$ cat src/ebp_defines.vh
// Register offsets, field positions, reset values and timing counts for the bridge PWM block.
`ifndef EBP_DEFINES_VH
`define EBP_DEFINES_VH

// Register byte offsets on the APB.
`define EBP_OFF_DUTY_LOW     12'h000
`define EBP_OFF_UNIT_CTRL    12'h004
`define EBP_OFF_ACTIVE_DUTY  12'h008
`define EBP_OFF_PERIOD       12'h00C
`define EBP_OFF_TIMER_CTRL   12'h010
`define EBP_OFF_DEADBAND     12'h014
`define EBP_OFF_TIMER        12'h018
`define EBP_OFF_STATUS       12'h01C

// Unit control register fields.
`define EBP_UC_CFG_HI        7
`define EBP_UC_CFG_LO        6
`define EBP_UC_DIR_BIT       7
`define EBP_UC_DLSB_HI       5
`define EBP_UC_DLSB_LO       4
`define EBP_UC_MODE_HI       3
`define EBP_UC_MODE_LO       2
`define EBP_UC_POL_HI        1
`define EBP_UC_POL_LO        0
`define EBP_UC_PWM_MODE      2'h3

// Timer control register fields.
`define EBP_TC_ON_BIT        2
`define EBP_TC_PS_HI         1
`define EBP_TC_PS_LO         0

// Output configuration codes.
`define EBP_CFG_SINGLE       2'h0
`define EBP_CFG_FULL_FWD     2'h1
`define EBP_CFG_HALF         2'h2
`define EBP_CFG_FULL_REV     2'h3

// Reset values.
`define EBP_RST_BYTE         8'h00
`define EBP_RST_PERIOD       8'hFF

// Oscillator periods per instruction cycle.
`define EBP_TOSC_PER_TCY     4

`endif

$ cat src/ebp_bridge_pwm.v
// Enhanced bridge PWM output stage with APB register access.
`timescale 1ns/100ps
// Register map, one aligned 32-bit word each, with only the low bits used.
//   0x000 duty low byte: the eight upper duty bits, buffered.
//   0x004 unit control: [7:6] output configuration, [5:4] duty low bits.
//         [3:2] select PWM when both are set, [1:0] give output polarity.
//   0x008 active duty buffer: read-only copy used by the comparator.
//   0x00C period register: last timer value of a PWM period.
//   0x010 timer control: [2] runs the timer, [1:0] select the prescale.
//   0x014 dead-band count: seven-bit delay in instruction cycles.
//   0x018 period timer: read-only live count.
//   0x01C status: pending direction, active direction, active
//         configuration and latched duty low bits, all read-only.
//
// Timing chain.
//   Each clock edge is one oscillator period.
//   A two-bit sub-cycle counter forms the instruction cycle.
//   A four-bit prescaler divides that by 1, 4 or 16.
//   Its wrap advances the period timer by one tick.
//   The comparator sees the timer with two extra low bits.
//   The duty resolution is therefore one oscillator period times the prescale.
//   A full period lasts the period value plus one, times four, times the prescale.
//
// Hazards worth knowing.
//   Configuration, polarity and direction change only at a period boundary.
//   A write therefore never glitches a pin in the middle of a cycle.
//   The first boundary after reset is the first time any setting reaches the pins.
//   A direction change swaps the steady pair one timer tick early.
//   The modulated pair stays off for that tick, so the old leg can turn off.
//   Software should still lower the duty for a period when it is near full scale.
//   Changing polarity while the pins drive a bridge is unsafe.
//   Both pairs flip at the next boundary and no interlock guards that.
//   Dead-band is quantised to instruction cycles.
//   It applies in the half-bridge configuration only.
//   The full-bridge modes rely on the early swap instead.
//   Stopping the timer freezes every counter, so the pins hold their level.
//   Leaving PWM mode clears the raw level but keeps the active settings.
//   The bus has no wait states and flags unmapped words with an error.
`include "ebp_defines.vh"

module ebp_bridge_pwm (
  input  wire        clk_in,
  input  wire        rst_n_in,
  input  wire        psel_in,
  input  wire        penable_in,
  input  wire        pwrite_in,
  input  wire [11:0] paddr_in,
  input  wire [31:0] pwdata_in,
  output reg  [31:0] prdata_out,
  output wire        pready_out,
  output wire        pslverr_out,
  output reg         bridge_out_a_out,
  output reg         bridge_out_b_out,
  output reg         bridge_out_c_out,
  output reg         bridge_out_d_out
);

  // Software-visible registers.
  reg  [7:0] duty_low_byte_r;
  reg  [7:0] unit_control_reg_r;
  reg  [7:0] active_duty_buffer_r;
  reg  [7:0] period_register_r;
  reg  [2:0] timer_control_reg_r;
  reg  [6:0] deadband_count_r;
  // Timing state.
  reg  [7:0] period_timer_r;
  reg  [1:0] sub_cnt_r;
  reg  [3:0] pre_cnt_r;
  reg  [1:0] duty_lsb_latch_r;
  reg        pwm_raw_r;
  reg  [1:0] cfg_act_r;
  reg  [1:0] pol_act_r;
  reg        dir_rev_r;
  reg        dir_pend_r;
  reg  [6:0] db_a_cnt_r;
  reg  [6:0] db_b_cnt_r;
  reg        out_a_act_r;
  reg        out_b_act_r;

  wire       pwm_mode;
  wire       timer_on;
  wire [1:0] ps_sel;
  wire [3:0] pre_top;
  wire       osc_tick;
  wire       tcy_tick;
  wire       timer_tick;
  wire       period_match;
  wire       boundary;
  wire [9:0] ext_timer;
  wire [9:0] duty_act;
  wire       early_switch;
  wire       req_dir_rev;
  wire       full_mode;
  wire       pwm_live;
  wire       wr_en;
  wire       rd_en;
  wire       addr_hit;

  // Register fields; only the 11 mode code enables PWM operation.
  assign pwm_mode  = unit_control_reg_r[`EBP_UC_MODE_HI:`EBP_UC_MODE_LO] == `EBP_UC_PWM_MODE;
  assign timer_on  = timer_control_reg_r[`EBP_TC_ON_BIT];
  assign ps_sel    = timer_control_reg_r[`EBP_TC_PS_HI:`EBP_TC_PS_LO];
  assign req_dir_rev = unit_control_reg_r[`EBP_UC_DIR_BIT];
  assign full_mode = cfg_act_r[0];

  // The prescale compare value is the last count of the prescaler.
  // The prescaler therefore wraps after 1, 4 or 16 instruction cycles.
  // Prescale 1, 4 or 16 instruction cycles; codes 2 and 3 both give 16.
  assign pre_top = (ps_sel == 2'h0) ? 4'h0 : (ps_sel == 2'h1) ? 4'h3 : 4'hF;

  // Every clk edge is one oscillator period; the sub-cycle counter forms Q clocks.
  // Stopping the timer freezes all of these, so the pins hold their level.
  assign osc_tick   = timer_on;
  assign tcy_tick   = osc_tick && (sub_cnt_r == 2'h3);
  assign timer_tick = tcy_tick && (pre_cnt_r == pre_top);
  assign period_match = period_timer_r == period_register_r;
  assign boundary   = timer_tick && period_match;

  // Timer extended by two sub-cycle bits: Q clock at prescale 1, prescaler bits otherwise.
  // The two extra bits must step once per prescaled oscillator period.
  // At prescale 16 the upper prescaler bits are used, since the lower ones
  // would wrap four times per timer tick and end the duty in the wrong place.
  assign ext_timer = (ps_sel == 2'h0) ? {period_timer_r, sub_cnt_r} :
                     (ps_sel == 2'h1) ? {period_timer_r, pre_cnt_r[1:0]} :
                     {period_timer_r, pre_cnt_r[3:2]};
  assign duty_act  = {active_duty_buffer_r, duty_lsb_latch_r};

  // Live PWM level: the raw flop drops only at the edge after the match.
  // The match cycle itself is masked here, so exactly the duty is high.
  // A duty beyond the period never matches and leaves the level set.
  assign pwm_live = pwm_raw_r && !(osc_tick && ext_timer == duty_act);

  // Early window: the last timer tick of the period.
  // Its length is one timer tick, so it follows the prescale by itself.
  // Outside a pending change the window has no effect on the pins.
  assign early_switch = period_match && dir_pend_r;

  // Oscillator divider and period timer.
  // The timer only advances on a prescaled tick; at the match it wraps to
  // zero, which is the period boundary seen by every other process.
  always @(posedge clk_in or negedge rst_n_in) begin
    if (!rst_n_in) begin
      sub_cnt_r      <= 2'h0;
      pre_cnt_r      <= 4'h0;
      period_timer_r <= 8'h00;
    end else if (osc_tick) begin
      sub_cnt_r <= sub_cnt_r + 2'h1;
      if (tcy_tick) begin
        pre_cnt_r <= (pre_cnt_r == pre_top) ? 4'h0 : pre_cnt_r + 4'h1;
        if (timer_tick) begin
          period_timer_r <= period_match ? 8'h00 : period_timer_r + 8'h01;
        end
      end
    end
  end

  // Raw PWM, duty buffering and per-cycle configuration loading.
  // Loading everything at the boundary is the double buffer: writes land in
  // the software registers and reach the pins only with the next period.
  // Leaving PWM mode drops the raw level at once.
  always @(posedge clk_in or negedge rst_n_in) begin
    if (!rst_n_in) begin
      active_duty_buffer_r <= `EBP_RST_BYTE;
      duty_lsb_latch_r     <= 2'h0;
      pwm_raw_r            <= 1'b0;
      cfg_act_r            <= `EBP_CFG_SINGLE;
      pol_act_r            <= 2'h0;
      dir_rev_r            <= 1'b0;
    end else if (!pwm_mode) begin
      pwm_raw_r <= 1'b0;
    end else if (boundary) begin
      // Duty zero never sets the output for the new period.
      active_duty_buffer_r <= duty_low_byte_r;
      duty_lsb_latch_r     <= unit_control_reg_r[`EBP_UC_DLSB_HI:`EBP_UC_DLSB_LO];
      pwm_raw_r <= {duty_low_byte_r,
                    unit_control_reg_r[`EBP_UC_DLSB_HI:`EBP_UC_DLSB_LO]} != 10'h000;
      cfg_act_r <= unit_control_reg_r[`EBP_UC_CFG_HI:`EBP_UC_CFG_LO];
      pol_act_r <= unit_control_reg_r[`EBP_UC_POL_HI:`EBP_UC_POL_LO];
      dir_rev_r <= req_dir_rev;
    end else if (osc_tick && ext_timer == duty_act) begin
      // A duty beyond the period never matches, so the output stays set.
      pwm_raw_r <= 1'b0;
    end
  end

  // Pending direction change; the bit may be written any time in the cycle.
  // The flag compares the written configuration with the one in use, so it
  // falls by itself once the boundary has loaded the new direction.
  always @(posedge clk_in or negedge rst_n_in) begin
    if (!rst_n_in) begin
      dir_pend_r <= 1'b0;
    end else begin
      dir_pend_r <= pwm_mode && full_mode &&
                    unit_control_reg_r[`EBP_UC_CFG_HI:`EBP_UC_CFG_LO] != cfg_act_r &&
                    unit_control_reg_r[`EBP_UC_CFG_LO];
    end
  end

  // Half-bridge dead-band: each active-going edge restarts its counter.
  // Counting runs on instruction-cycle ticks, so the delay is quantised to 4 clocks.
  // It follows the live level one clock late, so with no delay A is the single-output
  // waveform delayed by one clock and B is its exact complement.
  // A long delay keeps an output low for the whole cycle; no error is flagged.
  always @(posedge clk_in or negedge rst_n_in) begin
    if (!rst_n_in) begin
      db_a_cnt_r  <= 7'h00;
      db_b_cnt_r  <= 7'h00;
      out_a_act_r <= 1'b0;
      out_b_act_r <= 1'b0;
    end else if (!pwm_live) begin
      // A off at once; B goes active after its own delay.
      out_a_act_r <= 1'b0;
      db_a_cnt_r  <= 7'h00;
      if (!out_b_act_r) begin
        if (db_b_cnt_r >= deadband_count_r) begin
          out_b_act_r <= 1'b1;
        end else if (tcy_tick) begin
          db_b_cnt_r <= db_b_cnt_r + 7'h01;
        end
      end
    end else begin
      // If duty ends before the delay expires, A never goes active.
      out_b_act_r <= 1'b0;
      db_b_cnt_r  <= 7'h00;
      if (!out_a_act_r) begin
        if (db_a_cnt_r >= deadband_count_r) begin
          out_a_act_r <= 1'b1;
        end else if (tcy_tick) begin
          db_a_cnt_r <= db_a_cnt_r + 7'h01;
        end
      end
    end
  end

  // Output steering per configuration, then polarity per pair.
  // The case decodes only the active configuration; the written one acts only
  // through the early window, so a mode change in mid-period cannot produce a partial pattern.
  reg a_nxt;
  reg b_nxt;
  reg c_nxt;
  reg d_nxt;
  always @* begin
    a_nxt = 1'b0;
    b_nxt = 1'b0;
    c_nxt = 1'b0;
    d_nxt = 1'b0;
    if (pwm_mode) begin
      case (cfg_act_r)
        `EBP_CFG_SINGLE: begin
          a_nxt = pwm_live;
        end
        `EBP_CFG_HALF: begin
          a_nxt = out_a_act_r;
          b_nxt = out_b_act_r;
        end
        `EBP_CFG_FULL_FWD,
        `EBP_CFG_FULL_REV: begin
          // Raw PWM without dead-band; one steady and one modulated output.
          // The steady pair takes the new direction now; B and D stay off
          // until the boundary, which gives the old leg a tick to turn off.
          if (early_switch) begin
            a_nxt = dir_rev_r;
            c_nxt = !dir_rev_r;
          end else if (dir_rev_r) begin
            c_nxt = 1'b1;
            b_nxt = pwm_live;
          end else begin
            a_nxt = 1'b1;
            d_nxt = pwm_live;
          end
        end
        default: begin
          a_nxt = 1'b0;
        end
      endcase
    end
  end

  // Registered pins; a set polarity bit makes that pair active-low.
  // The pin flops remove any decode glitch from the steering logic.
  always @(posedge clk_in or negedge rst_n_in) begin
    if (!rst_n_in) begin
      bridge_out_a_out <= 1'b0;
      bridge_out_b_out <= 1'b0;
      bridge_out_c_out <= 1'b0;
      bridge_out_d_out <= 1'b0;
    end else begin
      bridge_out_a_out <= a_nxt ^ pol_act_r[1];
      bridge_out_c_out <= c_nxt ^ pol_act_r[1];
      bridge_out_b_out <= b_nxt ^ pol_act_r[0];
      bridge_out_d_out <= d_nxt ^ pol_act_r[0];
    end
  end

  // APB slave: zero wait states, unmapped addresses answer with an error.
  // Read data is taken in the setup cycle so that it already stands when the
  // access phase completes; the bus never needs a wait state.
  assign wr_en = psel_in && penable_in && pwrite_in;
  assign rd_en = psel_in && !penable_in && !pwrite_in;
  assign addr_hit = (paddr_in[11:5] == 7'h00) && (paddr_in[1:0] == 2'h0);
  assign pready_out  = 1'b1;
  assign pslverr_out = psel_in && penable_in && !addr_hit;

  // Register writes.
  // Writes to read-only words are dropped without an error response.
  // The duty and direction bits may change at any point of a period.
  always @(posedge clk_in or negedge rst_n_in) begin
    if (!rst_n_in) begin
      duty_low_byte_r     <= `EBP_RST_BYTE;
      unit_control_reg_r  <= `EBP_RST_BYTE;
      period_register_r   <= `EBP_RST_PERIOD;
      timer_control_reg_r <= 3'h0;
      deadband_count_r    <= 7'h00;
    end else if (wr_en && addr_hit) begin
      case (paddr_in)
        `EBP_OFF_DUTY_LOW:   duty_low_byte_r     <= pwdata_in[7:0];
        `EBP_OFF_UNIT_CTRL:  unit_control_reg_r  <= pwdata_in[7:0];
        `EBP_OFF_PERIOD:     period_register_r   <= pwdata_in[7:0];
        `EBP_OFF_TIMER_CTRL: timer_control_reg_r <= pwdata_in[2:0];
        `EBP_OFF_DEADBAND:   deadband_count_r    <= pwdata_in[6:0];
        default:             duty_low_byte_r     <= duty_low_byte_r;
      endcase
    end
  end

  // Read data is captured in the setup cycle; the active duty buffer is read-only.
  // Unused upper bits read as zero.
  always @(posedge clk_in or negedge rst_n_in) begin
    if (!rst_n_in) begin
      prdata_out <= 32'h0000_0000;
    end else if (rd_en) begin
      case (paddr_in)
        `EBP_OFF_DUTY_LOW:    prdata_out <= {24'h000000, duty_low_byte_r};
        `EBP_OFF_UNIT_CTRL:   prdata_out <= {24'h000000, unit_control_reg_r};
        `EBP_OFF_ACTIVE_DUTY: prdata_out <= {24'h000000, active_duty_buffer_r};
        `EBP_OFF_PERIOD:      prdata_out <= {24'h000000, period_register_r};
        `EBP_OFF_TIMER_CTRL:  prdata_out <= {29'h00000000, timer_control_reg_r};
        `EBP_OFF_DEADBAND:    prdata_out <= {25'h0000000, deadband_count_r};
        `EBP_OFF_TIMER:       prdata_out <= {24'h000000, period_timer_r};
        `EBP_OFF_STATUS:      prdata_out <= {26'h0000000, dir_pend_r, dir_rev_r,
                                             cfg_act_r, duty_lsb_latch_r};
        default:              prdata_out <= 32'h0000_0000;
      endcase
    end
  end

endmodule

$ cat config.mk
export PLATFORM = sky130hd
export DESIGN_NAME = ebp_bridge_pwm
export DESIGN_NICKNAME = d
export VERILOG_FILES = /design/src/ebp_bridge_pwm.v
export VERILOG_INCLUDE_DIRS = /design/src /design/src/src
export SDC_FILE = /design/constraint.sdc
export NUM_CORES = 1
export LEC_CHECK = 0
export ABC_AREA = 1
export BUFFER_PORTS_ARGS = -buffer_cell sky130_fd_sc_hd__buf_2
export CORE_ASPECT_RATIO = 1.2
export CORE_MARGIN = 1.5
export CORE_UTILIZATION = 50
export CTS_CLUSTER_DIAMETER = 60
export CTS_CLUSTER_SIZE = 12
export DETAILED_ROUTE_END_ITERATION = 12
export PLACE_DENSITY = 0.72
export SLEW_MARGIN = 5
export SYNTH_ARGS = -nofsm -noshare
export SYNTH_HDL_FRONTEND = slang
export SYNTH_SLANG_ARGS = --single-unit
$ cat constraint.sdc
create_clock -name clk_in -period 2.4 [get_ports clk_in]
set_input_delay 0.48 -clock clk_in [delete_from_list [all_inputs] [get_ports clk_in]]
set_output_delay 0.48 -clock clk_in [all_outputs]
set_load 0.005 [all_outputs]
# Yosys cells after proc, flatten, opt, wreduce, memory -nomap -nowiden
# Index checks and enable logic that the tools add are counted.
word_totals:
  reg_bits: 117
  input_bits: 49
  out_inout_bits: 38
  wordCells: 137
classes:
  addsub: 5
  n_lt_le_gt_ge: 2
  n_eq_ne: 23
  mux: 40
  bitwise_logic: 4
  reduce_logical: 39
ops:
  columns: ["op", "n"]
  rows:
  - ["$pmux W8 S8", 1]
  - ["$mux W7", 8]
  - ["$eq A12 B5 Y1 const B", 4]
  - ["$eq A12 B4 Y1 const B", 2]
  - ["$mux W1", 23]
  - ["$logic_and A1 B1 Y1", 16]
  - ["$add A7 B1 Y7 const B", 2]
  - ["$ge A7 B7 Y1", 2]
  - ["$reduce_and A2 Y1", 7]
  - ["$eq A12 B3 Y1 const B", 1]
  - ["$logic_not A12 Y1", 1]
  - ["$mux W4", 3]
  - ["$eq A10 B10 Y1", 1]
  - ["$reduce_bool A10 Y1", 1]
  - ["$reduce_and A3 Y1", 3]
  - ["$add A8 B1 Y8 const B", 1]
  - ["$eq A2 B2 Y1 const B", 4]
  - ["$eq A8 B8 Y1", 1]
  - ["$mux W8", 1]
  - ["$ne A2 B2 Y1 const B", 4]
  - ["$logic_not A7 Y1", 1]
  - ["$logic_not A2 Y1", 3]
  - ["$logic_not A1 Y1", 5]
  - ["$add A4 B1 Y4 const B", 1]
  - ["other kinds (12)", 17]

# Depth between registers and ports, before layout
# Gate-level depths: netlist of run 1.
logic_depth:
  ltp_word: 12
  depth_mapped: 14
  mapped_depth_nobuf: 13

# Least setup slack after synthesis of run 1
# OpenSTA, ideal clock, no wires.
synth_path:
  path_type: "register to register"
  from: "reg db_a_cnt_r[2]"
  to: "reg db_a_cnt_r[3]"
  setup_ns: 0.119
  arrival_ns: 1.685
  t_required_ns: 2.281
  path_slack_ns: 0.596
  stages_incl_launch_ff: 9
  n_path_buf: 0
  period_less_slack_ns: 1.804
  path_cell_list: "dfrtp_1 > ha_1 > a21oi_1 > o21ai_0 > nand2_1 > nand3_1 > nor3_1 > a21oi_1 > o21a_1"
synth_via:
  elab_chain_cells: 5
  elab_cells_between_ends: 8
  classes_between: "add/sub: 1; order compare: 1; eq/ne: 1; mux: 4; reduce/logical: 1"
synth_rtl:
  columns: ["element", "line", "text"]
  rows:
  - ["start, declared", "ebp_bridge_pwm.v:75", "reg [6:0] db_a_cnt_r;"]
  - ["start signal, assigned", "ebp_bridge_pwm.v:229", "db_a_cnt_r <= db_a_cnt_r + 7'h01;"]
  - ["$add A7 B1 Y7", "ebp_bridge_pwm.v:229", null]
  - ["$mux W7", "ebp_bridge_pwm.v:228", "end else if (tcy_tick) begin"]
  - ["$mux W7", "ebp_bridge_pwm.v:226", "if (db_a_cnt_r >= deadband_count_r) begin"]
  - ["$mux W7", "ebp_bridge_pwm.v:225", "if (!out_a_act_r) begin"]
  - ["$mux W7", "ebp_bridge_pwm.v:210", "end else if (!pwm_live) begin"]
# Parallel ways exist; a longest one is shown, timed or not. The select of a mux whose other input is x is not followed.
# A chain may end at the register's enable or synchronous reset.

# Final worst setup path of run 1
layout_path:
  from: "reg deadband_count_r[4]"
  to: "reg db_b_cnt_r[1]"
layout_via:
  elab_chain_cells: 3
layout_rtl:
  columns: ["element", "line", "text"]
  rows:
  - ["start, declared", "ebp_bridge_pwm.v:64", "reg [6:0] deadband_count_r;"]
  - ["start signal, assigned", "ebp_bridge_pwm.v:320", "`EBP_OFF_DEADBAND: deadband_count_r <= pwdata_in[6:0];"]
  - ["$ge A7 B7 Y1", "ebp_bridge_pwm.v:215", "if (db_b_cnt_r >= deadband_count_r) begin"]
  - ["$ne A2 B2 Y1 (no source line)", null, null]
  - ["$reduce_and A3 Y1 (no source line)", null, null]
  - ["end signal, assigned", "ebp_bridge_pwm.v:218", "db_b_cnt_r <= db_b_cnt_r + 7'h01;"]
  - ["end, declared", "ebp_bridge_pwm.v:76", "reg [6:0] db_b_cnt_r;"]
# No other way between the ends.

==> results of run 1 <==
-- through the flow --
step                hold slack [ns]  area (µm²)
floorplan                     0.184        5470
global placement              0.458        5610
detailed placement            0.464        5610
CTS                           0.111        5900
global route                  0.128        5900
finish                       0.0945        5900
-- report_power, final --
group / total (W) / switching, W / internal (W)
registers: 0.00155 / 0.00000000426 / 0.00155
logic: 0.0000940 / 0.0000685 / 0.0000254
clock network: 0.00140 / 0.000672 / 0.000731
-- path summary, 6_finish.rpt --
check                                              endpoint  slack, ns                       startpoint
min reg2reg                       prdata_out[3]$_DFFE_PN0P_       0.48        prdata_out[3]$_DFFE_PN0P_
max reg2reg                       db_b_cnt_r[1]$_DFFE_PN0P_       0.27  deadband_count_r[4]$_DFFE_PN0P_
max                               db_b_cnt_r[1]$_DFFE_PN0P_       0.27  deadband_count_r[4]$_DFFE_PN0P_
min                               prdata_out[3]$_DFFE_PN0P_       0.09                         rst_n_in
max in group asynchronous  period_register_r[4]$_DFFE_PN1P_       1.61                         rst_n_in
min in group clk_in        period_register_r[7]$_DFFE_PN1P_       0.39                     pwdata_in[7]
-- flip-flops by register name (all words and copies together), names as in the netlist, 2 cells and up --
register / count
active_duty_buffer_r: 8
duty_low_byte_r: 8
period_register_r: 8
period_timer_r: 8
prdata_out: 8
unit_control_reg_r: 8
db_a_cnt_r: 7
db_b_cnt_r: 7
deadband_count_r: 7
pre_cnt_r: 4
timer_control_reg_r: 3
cfg_act_r: 2
duty_lsb_latch_r: 2
pol_act_r: 2
sub_cnt_r: 2
-- area by class of cell --
type	instances	area share [%]
well taps	129	2.74
multi-input cells	501	43.6
clock buffers	9	3.82
clock inverters	7	1.06
inverters	83	5.28
repair buffers	44	4.29
flip-flops and latches	92	39.2
-- per-layer routing --
metal	vias up	routed length, µm
li1	2274	-
met4	0	465
met1	2213	5650
met2	149	6510
met3	34	551
met5	-	0
-- cell families after synthesis --
family          after synthesis  synth area share [%]
mux                           1                 0.209
buf+inv                     120                  10.8
other cells                   2                 0.140
fa+ha+maj                    19                  4.42
compound gates              110                  11.5
flops                        92                  43.0
xor+xnor                     20                  3.26
simple gates                326                  26.7
-- layout by cell type (no fill, tap or decap), types with 3 or more instances in the layout --
cell type | Yosys | routed
a21oi_1 | 14 | 14
buf_2 | 5 | 36
buf_4 | 27 | 7
clkbuf_16 | 0 | 9
conb_1 | 2 | 25
dfrtp_1 | 84 | 84
dfstp_2 | 8 | 8
ha_1 | 19 | 19
inv_1 | 78 | 78
inv_2 | 4 | 4
inv_6 | 0 | 4
nand2_1 | 174 | 174
nand2_2 | 10 | 10
nand3_1 | 56 | 56
nand4_1 | 10 | 10
nor2_1 | 52 | 52
nor2_2 | 5 | 5
nor3_1 | 8 | 8
nor3b_1 | 4 | 4
o21a_1 | 3 | 3
o21ai_0 | 59 | 59
o21ai_1 | 9 | 9
o21ai_2 | 8 | 8
o22ai_1 | 13 | 13
xnor2_1 | 10 | 10
xor2_1 | 10 | 10
==> flow_summary.toml, run 1 <==
[power]
vdd_drop_max_v = 0.000300
p_leak_nw = 2.90
finalPower_w = 0.00305
power_density_mw_per_mm2 = 517

[final_layout]
instances_no_fill = 865
final_nets = 799
multi_input_area_mm2 = 0.00257
areaGrowthSynthToFinish_pct = 9.63
layout-drive-gt1-share_pct = 13.7
n_fill_cell = 1026
antenna_cells = 0
final_util_pct = 56.1
regArea_mm2 = 0.00231

[setup_path]
path_depth = 10
crit_buf_inv = 1
rr_worst_depth = 10
cpLargestDelayFamily = "simple AND/OR/NAND/NOR gates"
cp_cell_sequence = "inv_1 > ha_1 > a21oi_1 > o21a_1 > nand3_1 > nor2_1 > nand2_1 > nand2_1 > nand3_1 > o21ai_0"
cp-end-kind = "flop"
crit_fanout = 6
critPathKind = "flop to flop"
start_kind = "flop"
slowest_stage = "dfrtp_1"
required_ns = 2.66
critical-path-max-stage-delay_ns = 0.47
cp.arrival_ns = 2.40

[global_routing]
met2_usage_pct = 41.4
track_usage_pct = 24.5
grt_pass1_vias = 4463
met3_usage_pct = 3.65
gr-usage-met1_pct = 31.3
grt_pass1_wl_mm = 21.9
top_usage_layer = "met2"
antenna_found_initial = 0
grt_max_degree = 38
grt_overflow = 0

[timing]
fmax_mhz = 469
fin_setup_tns_ns = 0
final-setup-viol-count = 0
finalHoldViolCount = 0
layout_min_cycle_time_ns = 2.13
fin_skew_ns = 0.0116
rsz0062_at_grt = "false"
min_period_over_period_pct = 88.8
timing.final.ws_setup_ns = 0.268
drv_slew = 0

[clock_network]
root_buffer = "clkbuf_16"
cts_setup_buffers = 0
clk_pin_slew_worst_paths_ns = 0.07
cts_tree = "yes"
clock_sinks = 92
cts_resized = 0
hold_buffers = 0
clk_path_buf_depth = 2
clock_latency_ns = 0.35
htreeDepth = 3
numCtsBuffers = 9

[die]
start_util_pct = 51.1
fp.dieH_um = 117
io_pins = 87
die_area_mm2 = 0.0114
die_w_um = 97.7
core_mm2 = 0.0105
rows = 41

[yosys]
seq_area_frac_synth_pct = 43.0
synth_top_area_share_pct = 39.1
synth_area_leader_cell = "dfrtp_1"
synth_area_mm2 = 0.00538
synth_common_cells = "nand2_1 (174), dfrtp_1 (84), inv_1 (78)"
yosysMostFrequentCell = "nand2_1"
yosysWarnings = 0
synthTopCellsByArea = "dfrtp_1 (39%), nand2_1 (12%), o21ai_0 (5.5%)"
synth_seq_cells = 92
syn_inst = 690
synth_edf_count = 0
syn_avg_cell_area_um2 = 7.80
async_reset_ff_share_pct = 100
ys.flop_type = "dfrtp_1"
ys_types = 38

[place]
placedCellCount = 849
gp_congestion = 0.965
dp_worst_setup_slack_ns = 0.287
dp_hpwl_mm = 10.4
port_buffers = 37

[flow_run]
cap_violations = 0

[run_status]
status = "finished, final reports clean"

[min_path]
worstHoldPathType = "primary input to async pin"

[routing]
wl_mm = 13.2
vias = 4670
drc = 0
wl_per_cell_um = 15.2
viasPerCell = 5.40
drtIter0Drc = 352
ant_nets = 0
first_pass_iters = 5
No activity file was read; power rests on OpenSTA's default activity.
==> run 2, diff against run 1 <==
Settings changed: ABC_AREA 1 to not set, REMOVE_ABC_BUFFERS set to 1.
==> run 2 against run 1 <==
Clock power shrank 4%. Non-clock buffer count grew 12. Fmax shrank 5.5%. Register-to-register slack lost 0.12 ns. Flip-flop and latch count is the same. Critical path type unchanged. Largest power group unchanged.
==> flow_summary.toml, run 2 <==
[yosys]
syn_inst = 504
synth_top_area_share_pct = 39.7
yosys.area_share.adder_pct = 4.49
synth_edf_count = 0
seq_area_frac_synth_pct = 43.7
synth_mux_area_share_pct = 13.5
ys.flop_type = "dfrtp_1"
synth_seq_cells = 92
async_reset_ff_share_pct = 100
yosys.area_share.simple_pct = 16.0
synth_compound_area_share_pct = 10.7
yosysWarnings = 0
synth_area_mm2 = 0.00530
syn_avg_cell_area_um2 = 10.5
synth_xor_area_share_pct = 5.46
synth_common_cells = "dfrtp_1 (84), mux2_2 (35), nand2_1 (35)"
synth_top_family_by_area = "simple AND/OR/NAND/NOR gates"
yosysMostFrequentCell = "dfrtp_1"
ys_types = 64
synth_area_leader_cell = "dfrtp_1"
synthTopCellsByArea = "dfrtp_1 (40%), mux2_2 (7.4%), ha_1 (4.5%)"

[global_routing]
grt_pass1_wl_mm = 20.2
top_usage_layer = "met2"
gr-usage-met1_pct = 28.0
grt_pass1_vias = 4007
track_usage_pct = 23.2
grt_overflow = 0
grt_max_degree = 37
met2_usage_pct = 38.9
met3_usage_pct = 5.37
antenna_found_initial = 0

[setup_path]
critical-path-max-stage-delay_ns = 0.53
crit_top_cell = "a21oi_1"
slowest_stage = "or4_1"
crit_fanout = 5
critPathKind = "flop to flop"
required_ns = 2.67
cp_cell_sequence = "ha_1 > nand2b_1 > a21o_1 > a21oi_1 > o21bai_1 > or4_1 > a21oi_1"
cp.arrival_ns = 2.53
cp-end-kind = "flop"
start_kind = "flop"

[min_path]
worstHoldPathType = "primary input to async pin"

[timing]
fmax_mhz = 443
final-setup-viol-count = 0
drv_slew = 0
fin_skew_ns = 0.00467
timing.final.ws_setup_ns = 0.143
fin_setup_tns_ns = 0
min_period_over_period_pct = 94.0
finalHoldViolCount = 0
layout_min_cycle_time_ns = 2.26
rsz0062_at_grt = "false"

[final_layout]
antenna_cells = 0
final_common_cell = "dfrtp_1"
final_nets = 620
final_cell_area_mm2 = 0.00592
multi_input_area_mm2 = 0.00276
final_cell_mix = "dfrtp_1 (84), buf_2 (36), nand2_1 (35), mux2_2 (35), nor2_1 (32)"
layout-drive-gt1-share_pct = 25.7
final_util_pct = 56.8
areaGrowthSynthToFinish_pct = 11.7
regArea_mm2 = 0.00231
n_fill_cell = 925

[place]
place_area_mm2 = 0.00563
dp_hpwl_mm = 9.29
dp_worst_setup_slack_ns = 0.144
gp_congestion = 1.06
port_buffers = 37

[clock_network]
cts_tree = "yes"
numCtsBuffers = 9
cts_setup_buffers = 0
clock_sinks = 92
clk_pin_slew_worst_paths_ns = 0.07
cts_resized = 0
hold_buffers = 0
htreeDepth = 3
clk_path_buf_depth = 2
clock_latency_ns = 0.35
root_buffer = "clkbuf_16"

[routing]
drc = 0
drtIter0Drc = 178
wl_mm = 12.3
vias = 4055
wl_per_cell_um = 18.0
ant_nets = 0
first_pass_iters = 5
viasPerCell = 5.91

[die]
die_area_mm2 = 0.0112
rows = 41
start_util_pct = 50.9
io_pins = 87
fp.dieH_um = 116
die_w_um = 97.0
core_mm2 = 0.0104

[power]
p_leak_nw = 2.92
vdd_drop_max_v = 0.000315
power_density_mw_per_mm2 = 518

[run_status]
status = "finished, final reports clean"

[flow_run]
cap_violations = 0
## run 2: power breakdown
group	leakage (nW)	total [W]	internal, W	switching (W)
clock	0.140	0.00134	0.000709	0.000630
combinational	1.56	0.000157	0.0000503	0.000107
sequential	1.22	0.00157	0.00156	0.00000688
total	2.92	0.00307	0.00232	0.000744
## run 2: cells by family (layout without fill, tap and decap cells)
family                   count (synthesis)  count (layout)
multiplexers                            61              61
AND/OR/NAND/NOR                        152             152
other                                    2              25
flip-flops                              92              92
buffers and inverters                   53              83
AO/OA/AOI/OAI                           92              92
adder cells (fa/ha/maj)                 19              19
XOR/XNOR                                33              33
## run 2: worst max-delay path: cells and delay by family, from the launching register on
| kind | cells | cell delay, ns |
|---|---|---|
| AND/OR/NAND/NOR | 2 | 0.67 |
| AO/OA/AOI/OAI | 4 | 0.75 |
| flip-flops | 1 | 0.45 |
| adder cells (fa/ha/maj) | 1 | 0.31 |
## run 2: layout make-up
cell class / instances / area share [%]
inverters: 11 / 0.698
repair buffers: 56 / 6.22
clock inverters: 7 / 0.846
clock buffers: 9 / 3.81
flip-flops and latches: 92 / 39.1
multi-input cells: 382 / 46.6
well taps: 129 / 2.73
## run 2: final timing paths
path                                            startpoint                               to  slack, ns  cells after the start
setup / recovery           deadband_count_r[0]$_DFFE_PN0P_        db_b_cnt_r[5]$_DFFE_PN0P_       0.14                      7
hold / removal                                    rst_n_in   duty_low_byte_r[6]$_DFFE_PN0P_       0.07                      1
setup reg to reg           deadband_count_r[0]$_DFFE_PN0P_        db_b_cnt_r[5]$_DFFE_PN0P_       0.14                      7
hold reg to reg                  prdata_out[7]$_DFFE_PN0P_        prdata_out[7]$_DFFE_PN0P_       0.47                      2
max in group asynchronous                         rst_n_in         pol_act_r[0]$_DFFE_PN0P_       1.51                      2
min in group clk_in                           pwdata_in[3]  deadband_count_r[3]$_DFFE_PN0P_       0.39                      3
## run 2: metal layers
layer	share of wire, %	vias up
li1	-	1872
met1	41	2019
met4	3.5	0
met3	4.7	35
met2	51	129
met5	0	-
## run 2: metrics by stage
step / hold WS (ns) / cells / power, W
detailed placement: 0.458 / 670 / 0.00176
CTS: 0.0859 / 686 / 0.00310
floorplan: 0.184 / 485 / 0.00165
finish: 0.0717 / 686 / 0.00307
global route: 0.109 / 686 / 0.00318
global placement: 0.448 / 670 / 0.00175
